[config.mk]
export PLATFORM = sky130hd
export DESIGN_NAME = iscr_top
export DESIGN_NICKNAME = d
export VERILOG_FILES = /design/src/design/iscr_pkg.sv /design/src/design/iscr_reg8.sv /design/src/design/iscr_top.sv
export SDC_FILE = /design/constraint.sdc
export NUM_CORES = 1
export LEC_CHECK = 0
export CAP_MARGIN = 10
export CORE_MARGIN = 2
export CORE_UTILIZATION = 60
export CTS_CLUSTER_DIAMETER = 200
export DETAILED_ROUTE_END_ITERATION = 10
export DONT_BUFFER_PORTS = 1
export PLACE_DENSITY = 0.76
export SYNTH_ARGS = -nofsm -noshare
export SYNTH_HDL_FRONTEND = slang
export SYNTH_SLANG_ARGS = --single-unit
[constraint.sdc]
create_clock -name I_CLOCK -period 15.3 [get_ports I_CLOCK]
set_input_delay 2.295 -clock I_CLOCK [delete_from_list [all_inputs] [get_ports I_CLOCK]]
set_output_delay 2.295 -clock I_CLOCK [all_outputs]
set_load 0.005 [all_outputs]
[src/design/iscr_pkg.sv]
// shared constants and types of the inductive sensor configuration registers
package iscr_pkg;
   localparam int ADDR_W = 7;
   localparam int DATA_W = 8;
   // register offsets
   localparam logic [6:0] OFS_UPPER_LIMIT = 7'h01;
   localparam logic [6:0] OFS_LOWER_LIMIT = 7'h02;
   localparam logic [6:0] OFS_WATCHDOG = 7'h03;
   localparam logic [6:0] OFS_CONFIG = 7'h04;
   localparam logic [6:0] OFS_LOCK_LAST = 7'h05;
   localparam logic [6:0] OFS_UPPER_THRESH = 7'h07;
   // reset values
   localparam logic [7:0] RST_UPPER_LIMIT = 8'h0e;
   localparam logic [7:0] RST_LOWER_LIMIT = 8'h14;
   localparam logic [7:0] RST_WATCHDOG = 8'h45;
   localparam logic [7:0] RST_CONFIG = 8'h1b;
   localparam logic [7:0] RST_UPPER_THRESH = 8'hff;
   // configuration field positions
   localparam int AMP_LSB = 3;
   localparam int RESP_LSB = 0;
   // code ranges of the resistance ladder
   localparam logic [7:0] UPPER_CODE_MAX = 8'h1f;
   localparam logic [7:0] LOWER_CODE_MIN = 8'h20;
   localparam logic [7:0] LOWER_CODE_MAX = 8'h3f;
   // response time: code 2 gives 192, each code doubles
   localparam logic [2:0] RESP_CODE_MIN = 3'h2;
   localparam logic [15:0] RESP_BASE = 16'h00c0;
   localparam logic [1:0] AMP_RESERVED = 2'h3;

   typedef enum logic [1:0] {
      AMP_1V,
      AMP_2V,
      AMP_4V,
      AMP_RSVD
   } iscr_amp_t;

   // register port request
   typedef struct packed {
      logic wr;
      logic rd;
      logic [6:0] addr;
      logic [7:0] wdata;
   } iscr_req_t;

   // decoded configuration seen by the converter
   typedef struct packed {
      logic [4:0] upper_step;
      logic [4:0] lower_step;
      logic upper_valid;
      logic lower_valid;
      logic [7:0] watchdog;
      iscr_amp_t amplitude;
      logic amp_valid;
      logic [15:0] resp_time;
      logic resp_valid;
      logic [15:0] rate_div;
      logic [7:0] thresh_high;
   } iscr_cfg_t;
endpackage

[src/design/iscr_reg8.sv]
// one 8-bit storage register with reset value and write enable
`timescale 1ns/1ps
`default_nettype none
module iscr_reg8 #(
   parameter logic [7:0] RESET_VAL = 8'h00
) (
   input wire logic i_clk,
   input wire logic i_rst,
   input wire logic i_we,
   input wire logic [7:0] i_wdata,
   output logic [7:0] o_q
);
   logic [7:0] val_q;
   logic [7:0] val_d;

   // hold unless written; any code is kept as written
   always_comb begin
      val_d = val_q;
      if (i_we) begin
         val_d = i_wdata;
      end
   end

   always_ff @(posedge i_clk or posedge i_rst) begin
      if (i_rst) begin
         val_q <= RESET_VAL;
      end else begin
         val_q <= val_d;
      end
   end

   assign o_q = val_q;
endmodule
`default_nettype wire

[src/design/iscr_top.sv]
// configuration register bank of the inductive sensing converter
// Operation
// - upper impedance limit, address 0x01, read/write, resets to 0x0e.
// - upper limit codes 0x00..0x1f select descending resistance ladder steps.
// - lower impedance limit, address 0x02, read/write, resets to 0x14.
// - lower limit codes 0x20..0x3f map onto the same ladder, offset 0x20.
// - watchdog frequency setting, address 0x03, read/write, resets to 0x45.
// - converter configuration at 0x04, resets 0x1b, bits 7:5 reserved zero; here they are kept as written.
// - config bits 4:3 select amplitude 1V, 2V, 4V; code 11 reserved.
// - config bits 2:0 response time, 010 is 192, doubling to 6144.
// - upper comparator threshold, address 0x07, read/write, resets to 0xff.
// - addresses 0x01..0x05 ignore writes while active conversion is selected.
// - output rate is sensor frequency over one third of response time.
`timescale 1ns/1ps
`default_nettype none
module iscr_top (
   input wire logic I_CLOCK,
   input wire logic I_RST,
   input wire iscr_pkg::iscr_req_t I_REQ,
   input wire logic I_POWER_STATE_SELECT,
   output logic [7:0] O_RDATA,
   output logic O_RVALID,
   output iscr_pkg::iscr_cfg_t O_CFG
);
   import iscr_pkg::*;

   // storage outputs of the five registers
   logic [7:0] upper_limit;
   logic [7:0] lower_limit;
   logic [7:0] watchdog;
   logic [7:0] config_r;
   logic [7:0] thresh_high;
   // write strobes, one per register
   logic we_upper;
   logic we_lower;
   logic we_wdog;
   logic we_cfg;
   logic we_thr;
   logic write_ok;
   // read path and decoded configuration registers
   logic [7:0] rdata_d;
   logic [7:0] rdata_q;
   logic rvalid_d;
   logic rvalid_q;
   iscr_cfg_t cfg_d;
   iscr_cfg_t cfg_q;

   // true for addresses frozen during active conversion
   // 0x05 sits in the range even though nothing is stored there
   function automatic logic in_lock_range(input logic [6:0] a);
      return (a >= OFS_UPPER_LIMIT) && (a <= OFS_LOCK_LAST);
   endfunction

   // one-hot select of the implemented registers, shared by write and read
   // bit 0 upper limit, 1 lower limit, 2 watchdog, 3 configuration, 4 threshold
   function automatic logic [4:0] reg_select(input logic [6:0] a);
      logic [4:0] sel;
      sel = 5'h00;
      if (a == OFS_UPPER_LIMIT) begin
         sel = 5'h01;
      end else if (a == OFS_LOWER_LIMIT) begin
         sel = 5'h02;
      end else if (a == OFS_WATCHDOG) begin
         sel = 5'h04;
      end else if (a == OFS_CONFIG) begin
         sel = 5'h08;
      end else if (a == OFS_UPPER_THRESH) begin
         sel = 5'h10;
      end
      return sel;
   endfunction

   // write lockout check
   // power state select is a level from the mode register on this clock
   assign write_ok = I_REQ.wr && !(I_POWER_STATE_SELECT && in_lock_range(I_REQ.addr));

   // write strobes per register; unmapped addresses strobe nothing
   always_comb begin
      logic [4:0] wsel;
      wsel = reg_select(I_REQ.addr);
      we_upper = 1'b0;
      we_lower = 1'b0;
      we_wdog = 1'b0;
      we_cfg = 1'b0;
      we_thr = 1'b0;
      if (write_ok && wsel[0]) begin
         we_upper = 1'b1;
      end else if (write_ok && wsel[1]) begin
         we_lower = 1'b1;
      end else if (write_ok && wsel[2]) begin
         we_wdog = 1'b1;
      end else if (write_ok && wsel[3]) begin
         we_cfg = 1'b1;
      end else if (write_ok && wsel[4]) begin
         we_thr = 1'b1;
      end
   end

   iscr_reg8 #(.RESET_VAL(RST_UPPER_LIMIT)) u_upper (
      .i_clk(I_CLOCK),
      .i_rst(I_RST),
      .i_we(we_upper),
      .i_wdata(I_REQ.wdata),
      .o_q(upper_limit)
   );

   // reset value left invalid for host
   iscr_reg8 #(.RESET_VAL(RST_LOWER_LIMIT)) u_lower (
      .i_clk(I_CLOCK),
      .i_rst(I_RST),
      .i_we(we_lower),
      .i_wdata(I_REQ.wdata),
      .o_q(lower_limit)
   );

   iscr_reg8 #(.RESET_VAL(RST_WATCHDOG)) u_wdog (
      .i_clk(I_CLOCK),
      .i_rst(I_RST),
      .i_we(we_wdog),
      .i_wdata(I_REQ.wdata),
      .o_q(watchdog)
   );

   // configuration storage
   // reserved bits kept as written so the host sees its own mistakes
   iscr_reg8 #(.RESET_VAL(RST_CONFIG)) u_cfg (
      .i_clk(I_CLOCK),
      .i_rst(I_RST),
      .i_we(we_cfg),
      .i_wdata(I_REQ.wdata),
      .o_q(config_r)
   );

   iscr_reg8 #(.RESET_VAL(RST_UPPER_THRESH)) u_thr (
      .i_clk(I_CLOCK),
      .i_rst(I_RST),
      .i_we(we_thr),
      .i_wdata(I_REQ.wdata),
      .o_q(thresh_high)
   );

   // read mux; unmapped addresses read zero
   // data holds between reads so a slow host can still take it late
   always_comb begin
      logic [4:0] rsel;
      rsel = reg_select(I_REQ.addr);
      rvalid_d = I_REQ.rd;
      rdata_d = 8'h00;
      if (!I_REQ.rd) begin
         rdata_d = rdata_q;
      end else if (rsel[0]) begin
         rdata_d = upper_limit;
      end else if (rsel[1]) begin
         rdata_d = lower_limit;
      end else if (rsel[2]) begin
         rdata_d = watchdog;
      end else if (rsel[3]) begin
         rdata_d = config_r;
      end else if (rsel[4]) begin
         rdata_d = thresh_high;
      end
   end

   // decode for the converter
   always_comb begin
      logic [2:0] resp;
      logic [7:0] lower_off;
      resp = config_r[RESP_LSB +: 3];
      lower_off = lower_limit - LOWER_CODE_MIN;
      // out-of-table lower codes wrap here; only lower_valid flags them
      cfg_d = '0;
      cfg_d.upper_step = upper_limit[4:0];
      cfg_d.upper_valid = (upper_limit <= UPPER_CODE_MAX);
      cfg_d.lower_step = lower_off[4:0];
      cfg_d.lower_valid = (lower_limit >= LOWER_CODE_MIN) && (lower_limit <= LOWER_CODE_MAX);
      cfg_d.watchdog = watchdog;
      cfg_d.amplitude = iscr_amp_t'(config_r[AMP_LSB +: 2]);
      cfg_d.amp_valid = (config_r[AMP_LSB +: 2] != AMP_RESERVED);
      // reserved time codes leave zero with the valid flag low
      // response time doubling
      cfg_d.resp_valid = (resp >= RESP_CODE_MIN);
      if (resp >= RESP_CODE_MIN) begin
         cfg_d.resp_time = RESP_BASE << (resp - RESP_CODE_MIN);
      end
      // integer division truncates; the ladder values divide exactly anyway
      // rate divider is a third of response time
      cfg_d.rate_div = cfg_d.resp_time / 16'd3;
      cfg_d.thresh_high = thresh_high;
   end

   // output registers; the registered decode costs a cycle but never glitches
   // cleared in reset, so every valid flag reads low until the first edge
   always_ff @(posedge I_CLOCK or posedge I_RST) begin
      if (I_RST) begin
         rdata_q <= 8'h00;
         rvalid_q <= 1'b0;
         cfg_q <= '0;
      end else begin
         rdata_q <= rdata_d;
         rvalid_q <= rvalid_d;
         cfg_q <= cfg_d;
      end
   end

   // ports straight from the flip-flops
   assign O_RDATA = rdata_q;
   assign O_RVALID = rvalid_q;
   assign O_CFG = cfg_q;
endmodule
`default_nettype wire

# Yosys cells after proc, flatten, opt, wreduce, memory -nomap -nowiden
# Cells that the tools add are included.
op_classes:
  eq_ne: 6
  n_mux: 26
  add_sub_neg: 2
  div: 1
  reduce_logical: 10
  order_cmp: 6
  shifts: 1
op_table:
  columns: ["op", "count"]
  rows:
  - ["8-bit 2-to-1 mux", 5]
  - ["5-bit 2-to-1 mux", 5]
  - ["16-bit by 2-bit divider with 16-bit output (second input constant)", 1]
  - ["16-bit 2-to-1 mux", 1]
  - ["8-bit by 3-bit left shift with 16-bit output (first input constant)", 1]
  - ["1-bit 2-to-1 mux", 15]
  - ["7-bit by 2-bit == test with 1-bit output (second input constant)", 2]
  - ["7-bit by 3-bit == test with 1-bit output (second input constant)", 2]
  - ["1-bit logical AND", 9]
  - ["8-bit by 6-bit greater-or-equal comparator with 1-bit output (second input constant)", 1]
  - ["8-bit by 5-bit <= comparator with 1-bit output (second input constant)", 1]
  - ["8-bit by 6-bit <= comparator with 1-bit output (second input constant)", 1]
  - ["7-bit by 1-bit == test with 1-bit output (second input constant)", 1]
  - ["7-bit by 1-bit greater-or-equal comparator with 1-bit output (second input constant)", 1]
  - ["7-bit by 3-bit <= comparator with 1-bit output (second input constant)", 1]
  - ["5-bit by 1-bit subtractor with 5-bit output (second input constant)", 1]
  - ["3-bit by 2-bit greater-or-equal comparator with 1-bit output (second input constant)", 1]
  - ["3-bit by 2-bit subtractor with 3-bit output (second input constant)", 1]
  - ["2-bit inequality test (second input constant)", 1]
  - ["1-bit logical NOT", 1]
totals:
  wordCells: 70
  input_bits: 20
  ff_bits: 113

# Depth between registers and ports, before layout
# Gate-level depths: netlist of the first run.
logic_depth:
  depth_word: 12
  depth_mapped: 67
  depth_no_buf: 60

# Cells and area by module
# Synthesis of the first run repeated with hierarchy kept, for this count alone.
unflattened:
  cells_unflattened: 839
  hier_area_um2: 7817.5
modules_own_cells:
  columns: ["mod", "seq_area_each_um2", "cells_per_inst", "n_inst", "area_each_um2"]
  rows:
  - ["iscr_top", 1601.5, 749, 1, 6115.9]
  - ["iscr_reg8 (u_upper ...)", 203.9, 18, 2, 339.1]
  - ["iscr_reg8 (u_thr)", 210.2, 18, 1, 345.3]
  - ["iscr_reg8 (u_cfg)", 205.2, 18, 1, 340.3]
  - ["iscr_reg8 (u_lower)", 202.7, 18, 1, 337.8]

# Worst setup path before layout of the first run
# No wires, ideal clock.
synth_path:
  kind: "register to register"
  startpoint: "register u_cfg.val_q[1] (netlist: u_cfg.o_q[1])"
  endpoint: "register cfg_q (netlist bit O_CFG[9])"
  slack_ns: 1.818
  setup_ns: 0.136
  n_path_buf: 6
  arrival_time_ns: 13.345
  stages_incl_launch_ff: 65
  required_time_ns: 15.164
  path_cell_list: "dfstp_2 inv_1 ha_1 buf_6 or4_4 o22ai_4 a22o_2 mux2i_1 ha_1 clkbuf_1 o21ai_0 nand2_1 a21oi_2 o31a_1 nor3_4 nor2_1 xnor2_1 ha_1 (+29 left out) buf_6 xnor2_1 ha_1 o2111ai_2 or4b_1 buf_2 inv_2 xnor2_1 ha_1 inv_1 or4_1 o22ai_2 nand4_1 xnor2_1 ha_1 nand4_1 or3_1 nand4b_1"
synth_lines:
  columns: ["element", "line_no", "source"]
  rows:
  - ["start, declared", "iscr_reg8.sv:13", "logic [7:0] val_q;"]
  - ["start signal, assigned", "iscr_reg8.sv:28", "val_q <= val_d;"]
  - ["end signal, assigned", "iscr_top.sv:201", "cfg_q <= cfg_d;"]
  - ["end, declared", "iscr_top.sv:46", "iscr_cfg_t cfg_q;"]

==> run summary, run 1 <==
The post-synthesis cell type with the largest combined area was dfrtp_1. The worst register-to-register path has a setup slack of 950 ps. Data on the critical path arrives at its endpoint at 14570 ps. After layout, the design draws a total of 2.14 mW. The post-synthesis to final-layout area growth came out at 6.19%. In this run the power density over the cells is 264 nW/um^2.

Global routing finished with a remaining overflow of 0. The clock-pin slew of the registers on the worst-case setup and hold paths was 90 ps. The source of the worst register-to-register timing path was u_cfg.o_q[1]. The largest net degree at the start of global routing is 90, and the worst setup timing slack at the placement stage is 353 ps. The final number of hold-violating endpoints is 0. After routing the design area is 8100 um^2. The tool flagged a number of max-cap violations equal to 0.

The total of endpoints with negative setup slack in the final report was 0. The floorplan step defined a core boundary enclosing 12500 um^2. The number of detailed-route iterations in the first pass came out at 7. The initial antenna violation count is 0. Global routing used 30.2% of the available tracks across all layers. The tree is rooted in a clkbuf_16. Detailed placement finished with a half-perimeter wire length of 15000 um. The type of the setup path with the least slack was reg2reg. For this run, the post-layout net count is 862. The share of synthesized area in the top cell type comes to 27.6%. Synthesis handed over a netlist of 839 instances.

Slowest stage cell on the critical path: or4b_4. The run gives 0 as the number of pins exceeding their max-slew limit in the final report. STA classifies the critical path startpoint as a flip-flop.

For hold timing, the worst endpoint is O_CFG[47]. During I/O placement, the number of pins put on the boundary was 93. Of all nets on the critical path, the largest fanout is 12. The logs give 9 for the number of buffers created by CTS and 7700 um^2 for the cell area after placement. The largest clock skew in the final design is 14.6 ps, and the horizontal die dimension is 117 um. The mean number of vias per cell was 6.77; the maximum clock path buffer count was 2. The most used standard cell by instance count after synthesis was dfrtp_1. Final weighted congestion in routability-driven placement: 0.981.

By instance count, the cell type seen most on the critical path is ha_1. The clock tree synthesis step divided the H-tree into 3 levels. In the synthesized netlist the async set-or-reset flop fraction comes to 100%.

Hold timing on the final database bottoms out at a slack of 394 ps. The number of global-route vias before repair was 6438. Final clock period utilization by the worst path: 93.8%. In the synthesized netlist, the cells that appear most often are dfrtp_1 (84), nand2_1 (75), nor2_1 (55). The run gives 28.1% as the worst slew slack as a fraction of its limit. Once detail routing completed, the nets flagged for antenna violations numbered 0. In this run, distinct cell masters in the synthesized netlist total 111.

For the pin with the worst max-slew slack, the measured transition is 1080 ps. The starting density of the core came out at 60.9%. The worst register-to-register path ends at O_CFG[9]. The quantity of hold-fixing buffers added after cts is 0.

The synthesized design contains 104 register bits. The worst min-delay path class was reg2reg. The logs give 20400 um for the final wirelength and 955 ps for the slack of the critical path. The later pin in the worst-skew pair is clocked with a latency of 370 ps.

The number of enable flip-flop cells after synthesis works out to 0. Sequential cells were found to cover 34.5% of the synthesized design area. For this run, the leading register cell type out of synthesis is dfrtp_1. The highest cell delay on the worst timing path was 630 ps. The count of placed standard cells in the final layout, fillers left out came out at 1001.

Counting the fill cells in the layout gives 1059. The tools report the leakage power of the design as 3.34 nW. The source of the worst hold timing path is u_wdog.o_q[3]. The post-route netlist has 19.1% of its cells at a drive strength greater than 1. The detailed router finished its first iteration with 701 violations. Row generation in the floorplan step produced 41 rows. Number of cells on the worst hold path: 0.

The worst-case reg-to-reg path depth is 58. 0 antenna diodes ended up in the layout. The total negative slack for setup checks came out at 0 ps. For the worst setup path, the data required time is 15520 ps. The final routed wire length divided by cell count was 20.4 um; the number of input and output port buffers inserted was 0. For this run, design rule violations remaining after detail routing come to 0. For the number of placed instances with taps included, the log shows 984.

Across the VDD grid, the largest voltage drop is 0.171 mV. Averaged over all synthesized cells, the footprint is 9.09 um^2. The clock sink count was 104. The run finished with clean final reports. The die covers 13600 um^2. For the number of synthesis warnings, the log shows 0. The cell area that synthesis handed to floorplanning was 7630 um^2. Based on the critical path, the design can be clocked at up to 69.7 MHz. The first global-routing pass estimated 32500 um of wire. Cells fill 64.7% of the core in the end. TritonCTS built the clock tree.

Ranked by total cell area, the synthesized netlist is headed by dfrtp_1 (28%), dfstp_2 (6.9%), mux2_2 (6.2%). The time the worst path needs with I/O delays and setup was 14350 ps. The worst setup path is captured at a flip-flop. The vertical extent of the die is 117 um, and the count of vias placed by the detailed router is 6775.
-- power by group --
part / internal, mW / switching, mW / total (mW)
Sequential: 0.306 / 0.0189 / 0.325
Combinational: 0.557 / 1.00 / 1.56
Clock: 0.134 / 0.118 / 0.252
-- layer usage --
metal | part of all wire, % | vias to the layer above | GRT usage, % | routed length, um
met5 | 0 | - | 0 | 0
met4 | 4.1 | 0 | 14.4 | 843
met3 | 6.0 | 72 | 4.05 | 1230
met2 | 48 | 332 | 50.3 | 9770
li1 | - | 3111 | - | -
met1 | 42 | 3260 | 39.0 | 8570
-- critical path, delay by kind of cell (launching register included) --
| kind | cells | cell delay [ps] |
|---|---|---|
| muxes | 2 | 660 |
| xor gates and xnor gates | 6 | 1100 |
| buffers and inverters | 5 | 740 |
| and+or+nand+nor | 19 | 4720 |
| adders and majority gates | 9 | 2490 |
| AOI/OAI and AO/OA | 17 | 3850 |
| DFF | 1 | 620 |
-- area by class of cell --
class / count / area [um^2] / share of cell area (%)
Multi-Input combinational cell: 668 / 4740 / 58.5
Sequential cell: 104 / 2630 / 32.4
Clock buffer: 9 / 225 / 2.78
Tap cell: 172 / 215 / 2.66
Inverter: 35 / 141 / 1.75
Clock inverter: 7 / 103 / 1.27
Timing Repair Buffer: 6 / 45.0 / 0.556
-- registers in the layout (all words and copies together), names as in the netlist --
signal and count:
O_CFG 55, O_RDATA 8, u_cfg.o_q 8, u_lower.o_q 8, u_thr.o_q 8, u_upper.o_q 8, u_wdog.o_q 8, O_RVALID 1
-- repair_timing --
item,CTS,global route
setup endpoints to repair,0,3
buffers inserted,0,1
resized for setup,0,18
-- worst max path at each step --
stage / startpoint / endpoint / slack, ps / cells past startpoint
global placement: u_cfg.o_q[1] / O_CFG[9] / 980 / 58
CTS: u_cfg.o_q[1] / O_CFG[9] / 270 / 58
global route: u_cfg.o_q[1] / O_CFG[9] / -80 / 58
finish: u_cfg.o_q[1] / O_CFG[9] / 950 / 58
floorplan: u_cfg.o_q[1] / O_CFG[9] / 1820 / 64
detailed placement: u_cfg.o_q[1] / O_CFG[9] / 350 / 58
-- layout by cell type (no fill, tap or decap), drive strengths merged, types with 9 or more instances in the layout --
cell and count:
dfrtp 84, nand2 75, o21ai 56, nor2 55, a21oi 54, mux2 43, inv 38, nor3 33
nand3 30, dfstp 20, and2 20, o211ai 18, ha 18, xnor2 17, mux2i 16, or3 13
nand4 12, a211oi 12, a31oi 11, o31ai 10, nor4 10, nand2b 9, conb 9, clkbuf 9
-- cell families after synthesis --
family          synth area share (%)
xor+xnor                        2.85
other cells                   0.0492
buf+inv                         4.58
mux                             8.50
simple gates                    21.8
flops                           34.5
compound gates                  24.8
fa+ha+maj                       2.95
(Power assumes the default switching activity.)
==> run 2, diff against run 1 <==
--- a/config.mk
+++ b/config.mk
@@ -6,12 +6,14 @@
 export NUM_CORES = 1
 export LEC_CHECK = 0
 export CAP_MARGIN = 10
+export CELL_PAD_IN_SITES_DETAIL_PLACEMENT = 1
+export CELL_PAD_IN_SITES_GLOBAL_PLACEMENT = 2
 export CORE_MARGIN = 2
-export CORE_UTILIZATION = 60
+export CORE_UTILIZATION = 40
 export CTS_CLUSTER_DIAMETER = 200
 export DETAILED_ROUTE_END_ITERATION = 10
 export DONT_BUFFER_PORTS = 1
-export PLACE_DENSITY = 0.76
+export PLACE_DENSITY_LB_ADDON = 0.1
 export SYNTH_ARGS = -nofsm -noshare
 export SYNTH_HDL_FRONTEND = slang
 export SYNTH_SLANG_ARGS = --single-unit
==> run 2 against run 1 <==
Compared with the run above: total power increased by 0.65%; first-iteration DRC count is 54% lower; critical path depth is the same; utilization shrank 21 points; die area increased by 48%; worst hold slack worse by 1.3 ps; worst setup slack worse by 21 ps; flip-flop and latch count is the same; clock power barely moved; routed wire length rose by 17%; clock-buffer cell count did not move.
==> run summary, run 2 (synthesis gave the netlist of run 1 again) <==
The number of antenna repair diodes was 0; the row count was 50. The tools report the final wirelength as 23800 um. At the end of routability-driven placement, the weighted congestion stood at 0.908. Slowest stage cell on the critical path: or4b_4. The total of endpoints with negative setup slack in the final report is 0, and the transition time of the tightest slew-check pin is 946 ps.

The first global-routing pass estimated 37900 um of wire. Horizontal die dimension: 142 um. For the sequential share of power, the log shows 15.1%. The first detailed-routing pass ran for 4 iterations. 93 I/O pins were placed.

Dividing total power by cell area gives a power density of 262 nW/um^2. For this run, the slowest stage of the critical path takes 640 ps. The die covers 20200 um^2. Once placement finished, the instance area stood at 7810 um^2.

Summed over all cells, the static leakage comes to 3.37 nW. Across the run, the number of max-cap violations was 0. In this run switching power makes up 54.0% of total power. After layout, the worst path uses 93.9% of the clock period.

Switching power: 1.16 mW. Fraction of final layout cells with drive strength greater than 1: 19.8%. Final number of hold-violating endpoints: 0.

The type of the setup path with the least slack was reg2reg. The later pin in the worst-skew pair is clocked with a latency of 370 ps. Global routing consumed, over all layers together, 23.7% of the routing resources.

The clock-pin slew of the registers on the worst-case setup and hold paths is 90 ps, and the peak supply drop is 0.111 mV. Maximum clock path buffer count: 2. In this run, the clock network consumes 11.7% of the power. The time the worst path needs with I/O delays and setup is 14370 ps, and the design internal power is 0.989 mW.

The cell occurring most often along the worst timing path was ha_1. The net count of the finished layout was 866; the flip-flop count of the largest register after layout was 55. The largest net degree at the start of global routing is 60, and the number of pins exceeding their max-slew limit in the final report is 0. The design draws 2.15 mW. The count of nets left with antenna violations once routing finished came out at 0. The worst min-delay path class was reg2reg.

The die is 142 um tall. The tools report the final global-route overflow total as 0. The tools report the data arrival time of the critical path as 14600 ps. In the layout the commonest cells are dfrtp_1 (84), nand2_1 (75), nor2_1 (53). The run finished with clean final reports. The number of global-route vias before repair is 6796. Static timing analysis puts the maximum clock frequency at 69.6 MHz. TritonCTS built the clock tree. From synthesis to final layout, the design area changed by 7.78%.

The detailed router finished its first iteration with 325 violations. The number of input and output port buffers inserted was 0; the combinational share of power was 73.2%. The highest fanout seen on the critical path works out to 12. The count of vias placed by the detailed router is 6600. The tree built by TritonCTS fans out to 104 sinks. The clock arrives with 10.6 ps of skew.

Dividing the detail-routed via count by the number of cells gives 6.19. The tools report the number of design rule violations left after detail routing as 0. The data required time of the critical path came out at 15530 ps. With fillers left out, the area of the finished cells amounts to 8220 um^2.

Measured against its own limit, the worst slew margin works out to 36.6%. The initial antenna violation count is 0, and the number of inserted filler cells in the final layout is 2143. The number of clock buffers added by TritonCTS is 9. CTS built an H-tree with a depth of 3. After floorplanning, the core was sized to cover 18700 um^2.

Most frequent standard cell in the layout excluding fill and tap cells: dfrtp_1. STA classifies the critical path startpoint as a flip-flop. The tree is rooted in a clkbuf_16. The tools report the final HPWL from detailed placement as 18300 um. The worst setup path is captured at a flip-flop. The final routed wire length divided by cell count works out to 22.3 um.

Once the floorplan was initialized, standard cells occupied 40.8% of the core.
## run 2: repair_timing
action,in CTS,in global routing
hold buffers,0,0
endpoints found under the setup margin,1,3
pin swaps,0,3
gates cloned,0,0
buffers inserted,0,2
gates resized for setup,2,17
## run 2: worst max-delay path, delay by kind of cell, from the launching register on
family	cells	cell delay (ps)
adders and majority gates	9	2460
DFF	1	620
buffers and inverters	5	770
and+or+nand+nor	19	4680
xor gates and xnor gates	6	1090
AOI/OAI and AO/OA	17	3950
muxes	2	670
## run 2: layer usage
layer | wire (um) | vias to the layer above | GRT usage (%)
li1 | - | 3121 | -
met1 | 10500 | 3324 | 29.1
met2 | 12200 | 123 | 43.1
met3 | 721 | 32 | 2.89
met4 | 485 | 0 | 7.63
met5 | 0 | - | 0
## run 2: cell type report
cell class | count | area, um^2 | area share [%]
inverters | 35 | 141 | 1.72
clock inverters | 7 | 97.6 | 1.19
multi-input cells | 668 | 4760 | 57.9
flip-flops and latches | 104 | 2630 | 32.0
clock buffers | 9 | 225 | 2.74
well taps | 234 | 293 | 3.56
repair buffers | 10 | 75.1 | 0.913
## run 2: final timing paths
path | from | slack, ps | cells after the start | endpoint
max reg2reg | u_cfg.o_q[1] | 930 | 58 | O_CFG[9]
max in group asynchronous | I_RST | 12270 | 2 | u_lower.o_q[0]
min reg2reg | u_wdog.o_q[3] | 390 | 0 | O_CFG[47]
max | u_cfg.o_q[1] | 930 | 58 | O_CFG[9]
min in group asynchronous | I_RST | 1920 | 1 | O_CFG[50]
min | u_wdog.o_q[3] | 390 | 0 | O_CFG[47]
## run 2: stage by stage
stage / setup WS (ps) / util (%) / hold slack [ps] / TNS [ps] / instances
after CTS: 139 / 43.5 / 396 / 0 / 1065
after floorplan: 1820 / - / 354 / 0 / 847
after detailed placement: -22.6 / 41.8 / 382 / -22.6 / 1049
final: 934 / 43.9 / 393 / 0 / 1067
after global routing: -15.2 / 43.9 / 408 / -23.0 / 1067
after global placement: 772 / 41.8 / 370 / 0 / 1049
## run 2: power groups by stage
stage	combinational, mW	sequential, mW	clock (mW)
after floorplan	1.18	0.323	0
after global placement	1.51	0.331	0
after detailed placement	1.53	0.331	0
after CTS	1.54	0.326	0.257
after global routing	1.75	0.329	0.266
final	1.57	0.325	0.251
==> run 3, diff against run 2 <==
--- a/config.mk
+++ b/config.mk
@@ -5,11 +5,13 @@
 export SDC_FILE = /design/constraint.sdc
 export NUM_CORES = 1
 export LEC_CHECK = 0
+export ABC_AREA = 1
 export CAP_MARGIN = 10
 export CELL_PAD_IN_SITES_DETAIL_PLACEMENT = 1
 export CELL_PAD_IN_SITES_GLOBAL_PLACEMENT = 2
+export CORE_ASPECT_RATIO = 0.9
 export CORE_MARGIN = 2
-export CORE_UTILIZATION = 40
+export CORE_UTILIZATION = 38
 export CTS_CLUSTER_DIAMETER = 200
 export DETAILED_ROUTE_END_ITERATION = 10
 export DONT_BUFFER_PORTS = 1
==> constraint.sdc (replaced) <==
create_clock -name I_CLOCK -period 15.4 [get_ports I_CLOCK]
set_input_delay 2.31 -clock I_CLOCK [delete_from_list [all_inputs] [get_ports I_CLOCK]]
set_output_delay 2.31 -clock I_CLOCK [all_outputs]
set_load 0.005 [all_outputs]
==> run 3 against run 2 <==
Compared with the run above: critical path depth increased by 12; flip-flop and latch count unchanged; design area decreased by 5.8%; worst setup slack improved by 3500 ps; synthesized area decreased by 5.6%; non-clock buffer count decreased by 5; synthesized cell count increased by 9.3%; first-iteration DRC count decreased by 36%; register-to-register slack improved by 3500 ps; via count decreased by 10%; clock-buffer cell count unchanged.
==> run summary, run 3 <==
The worst setup path is launched from a flip-flop. 93 I/O pins were placed. Clock-pin slew was measured on the worst setup and hold paths at 90 ps.

0 antenna diodes ended up in the layout. The tools report the number of maximum-capacitance constraint violations as 0. For the final weighted congestion in routability-driven placement, the log shows 0.841.

The net count of the finished layout was 960; the number of detailed-route iterations in the first pass was 5. For this run, the total global-route usage over all layers was measured as 20.0%. The category of the worst setup path capture point was a flip-flop. The number of pins exceeding their max-slew limit in the final report is 0, and the per-instance average area after synthesis is 7.85 um^2. In this run the tightest slew margin relative to its limit is 25.6%. STA puts the critical path data required time at 15620 ps. In this run the critical register-to-register path is captured at O_CFG[8]. The share of async-settable or async-resettable flops after synthesis came out at 100%.

Leaving out fill and tap cells, the most frequent cell in the layout is nand2_1. Yosys instantiated no cell more often than nand2_1. Of the cells placed in the final design, the portion with a size suffix greater than 1 is 22.0%. The core box area came out at 18500 um^2. From synthesis to final layout, the design area changed by 7.62%.

In the layout the commonest cells are nand2_1 (235), inv_1 (112), dfrtp_1 (84). In this run the most critical hold path is launched from u_upper.o_q[0]. For this design, the CTS-stage hold fixing added 0 buffers. The highest fanout seen on the critical path works out to 14.

Entering global routing, the biggest net connects 86 pins. The hold-critical path endpoint was O_CFG[59]. After Yosys synthesis, and, or, nand and nor cells account for 39.7% of the synthesized area. The first-iteration detailed-routing DRC count was 207. On the worst path, the slowest cell contributes a delay of 610 ps. By area, the combinational part of the netlist is dominated by simple AND/OR/NAND/NOR gates. For the netlist area before placement, the log shows 7200 um^2. On the critical path, the stage with the largest delay is an instance of dfstp_2. In this run the number of H-tree levels came out at 3. The clock sink count came out at 104. The synthesized design devotes to its leading area cell type 29.2% of total area. After clock tree synthesis, the setup repair step added 0 buffers. The initial antenna violation count is 0, and the final routed wire length divided by cell count is 16.5 um.

Yosys mapped a number of flops with a built-in enable equal to 0. The dominant delay contributor by cell family on the critical path was simple AND/OR/NAND/NOR gates. The tools report the count of cells resized by post-cts repair as 0. The register with the most flip-flops in the layout has 55 of them. The tools report the final wirelength as 19300 um. The clock passes through at most 2 buffers.

Counting distinct cell types in the post-synthesis netlist gives 48. Of the total synthesized cell area, the portion taken by full adders, half adders and majority gates is 3.13%. The final HPWL from detailed placement is 15400 um, and the transition time of the tightest slew-check pin is 1110 ps. In the synthesized netlist, mux cells make up 3.13% of the area. The Yosys step of the flow raised 0 warnings.

The detailed router placed 5931 vias in this run. In the synthesized netlist, the number of instances is 917. Port buffering added 0 buffers. Sequential cells were found to cover 36.5% of the synthesized design area. The largest clock skew in the final design was 9.03 ps; the number of cells on the worst hold path was 0. Final clock period utilization by the worst path: 71.5%. The later pin in the worst-skew pair is clocked with a latency of 350 ps.

The vertical extent of the die works out to 135 um. The post-synthesis cell type with the largest combined area is dfrtp_1. For flop-to-flop paths, the worst setup slack is 4390 ps.

Static timing analysis puts the maximum clock frequency at 90.8 MHz. The tools report the global-route wire length before repair as 32000 um. In this run the core area contains 47 standard-cell rows. In the routed layout, each cell is associated on average with a via count of 5.06. For the area of the die, the log shows 20100 um^2. The run gives 0 ps as the total negative slack for setup checks. The critical path in this run is classified as reg2reg. The commonest cells after synthesis are nand2_1 (235), inv_1 (113), dfrtp_1 (84). The run gives 0 as the final number of hold-violating endpoints. Most instantiated flip-flop cell in the synthesis netlist: dfrtp_1. The share of the synthesized area in compound gates (AO/OA/AOI/OAI) came out at 6.43%.

Cell occurring most often along the worst timing path: nand2_1. Register bit count reported by yosys: 104. TritonCTS built the clock tree. TritonCTS created 9 clock buffers. The data arrival time of the critical path was 11240 ps; the time the worst path needs with I/O delays and setup was 11010 ps.

The number of buffer and inverter instances along the worst setup path is 7, and the total of endpoints with negative setup slack in the final report is 0. The tools report the root cell of the clock tree as clkbuf_16. The count of nets left with antenna violations once routing finished came out at 0. For the worst flop-to-flop path, the logic depth is 70. For the number of design rule violations left after detail routing, the log shows 0.

In this run the horizontal extent of the chip is 149 um. The number of global-route vias before repair was 6178. Worst min-delay path class: reg2reg.

By area the synthesized netlist is led by dfrtp_1 (29%), nand2_1 (12%), dfstp_2 (7.3%). Final global-route overflow total: 0. The source of the worst register-to-register timing path was u_cfg.o_q[1]. Setup repair after global routing left no endpoint under its margin.

The xor and xnor fraction of the mapped netlist area works out to 2.07%. The run finished with clean final reports. The initial utilization of the core area, before any placement, comes to 39.0%.
## run 3: cell count changes in the layout (fill, tap and decap cells not counted), sizes merged, moves of 23 or more
cell,before,now
nand2,75,294
mux2,43,20
nand3,30,98
a21oi,54,15
inv,39,134
## run 3: worst max path at each step
stage / startpoint / end / cells past startpoint
after global placement: u_cfg.o_q[1] / O_CFG[8] / 73
after global routing: u_cfg.o_q[1] / O_CFG[8] / 70
after detailed placement: u_cfg.o_q[1] / O_CFG[9] / 68
after floorplan: u_cfg.o_q[1] / O_CFG[9] / 74
after CTS: u_cfg.o_q[1] / O_CFG[8] / 70
final: u_cfg.o_q[1] / O_CFG[8] / 70
## run 3: per-stage QoR
step / utilization (%) / cells / setup WS [ps] / hold WS (ps) / area, um^2
detailed placement: 40.2 / 1156 / 4360 / 362 / 7430
finish: 41.9 / 1172 / 4390 / 379 / 7740
floorplan: - / 925 / 6090 / 354 / 7230
global placement: 40.2 / 1156 / 4950 / 365 / 7430
CTS: 41.9 / 1172 / 4280 / 383 / 7740
global route: 41.9 / 1172 / 3030 / 393 / 7740
## run 3: cell type report
cell class,count,area (um^2)
clock buffer,9,225
clock inverter,7,88.8
fill,2264,10700
inverter,134,508
multi-input combinational,668,3950
sequential,104,2630
tap,245,307
timing repair buffer,5,37.5
## run 3: worst reg2reg max path, delay by kind of cell (launching register included)
| kind | cells | cell delay [ps] |
|---|---|---|
| AND/OR/NAND/NOR | 51 | 6660 |
| flip-flops | 1 | 610 |
| AO/OA/AOI/OAI | 3 | 680 |
| buffers and inverters | 7 | 660 |
| adder cells (fa/ha/maj) | 9 | 2320 |
## run 3: kinds of logic (layout without fill, tap and decap cells)
family,count (synthesis),after routing
adder cells (fa/ha/maj),18,18
XOR/XNOR,17,17
other,1,9
AO/OA/AOI/OAI,78,78
multiplexers,20,20
buffers and inverters,153,155
AND/OR/NAND/NOR,526,526
flip-flops,104,104
## run 3: metal layers
| metal | vias to the layer above | GRT usage (%) | routed length [um] |
|---|---|---|---|
| li1 | 2946 | - | - |
| met5 | - | 0 | 0 |
| met4 | 0 | 5.34 | 294 |
| met2 | 85 | 33.2 | 9040 |
| met1 | 2878 | 27.2 | 9390 |
| met3 | 22 | 2.97 | 600 |
Power of run 3 is not shown: default switching activity piles up to over one toggle a cycle in this logic, so the estimate is an artifact.
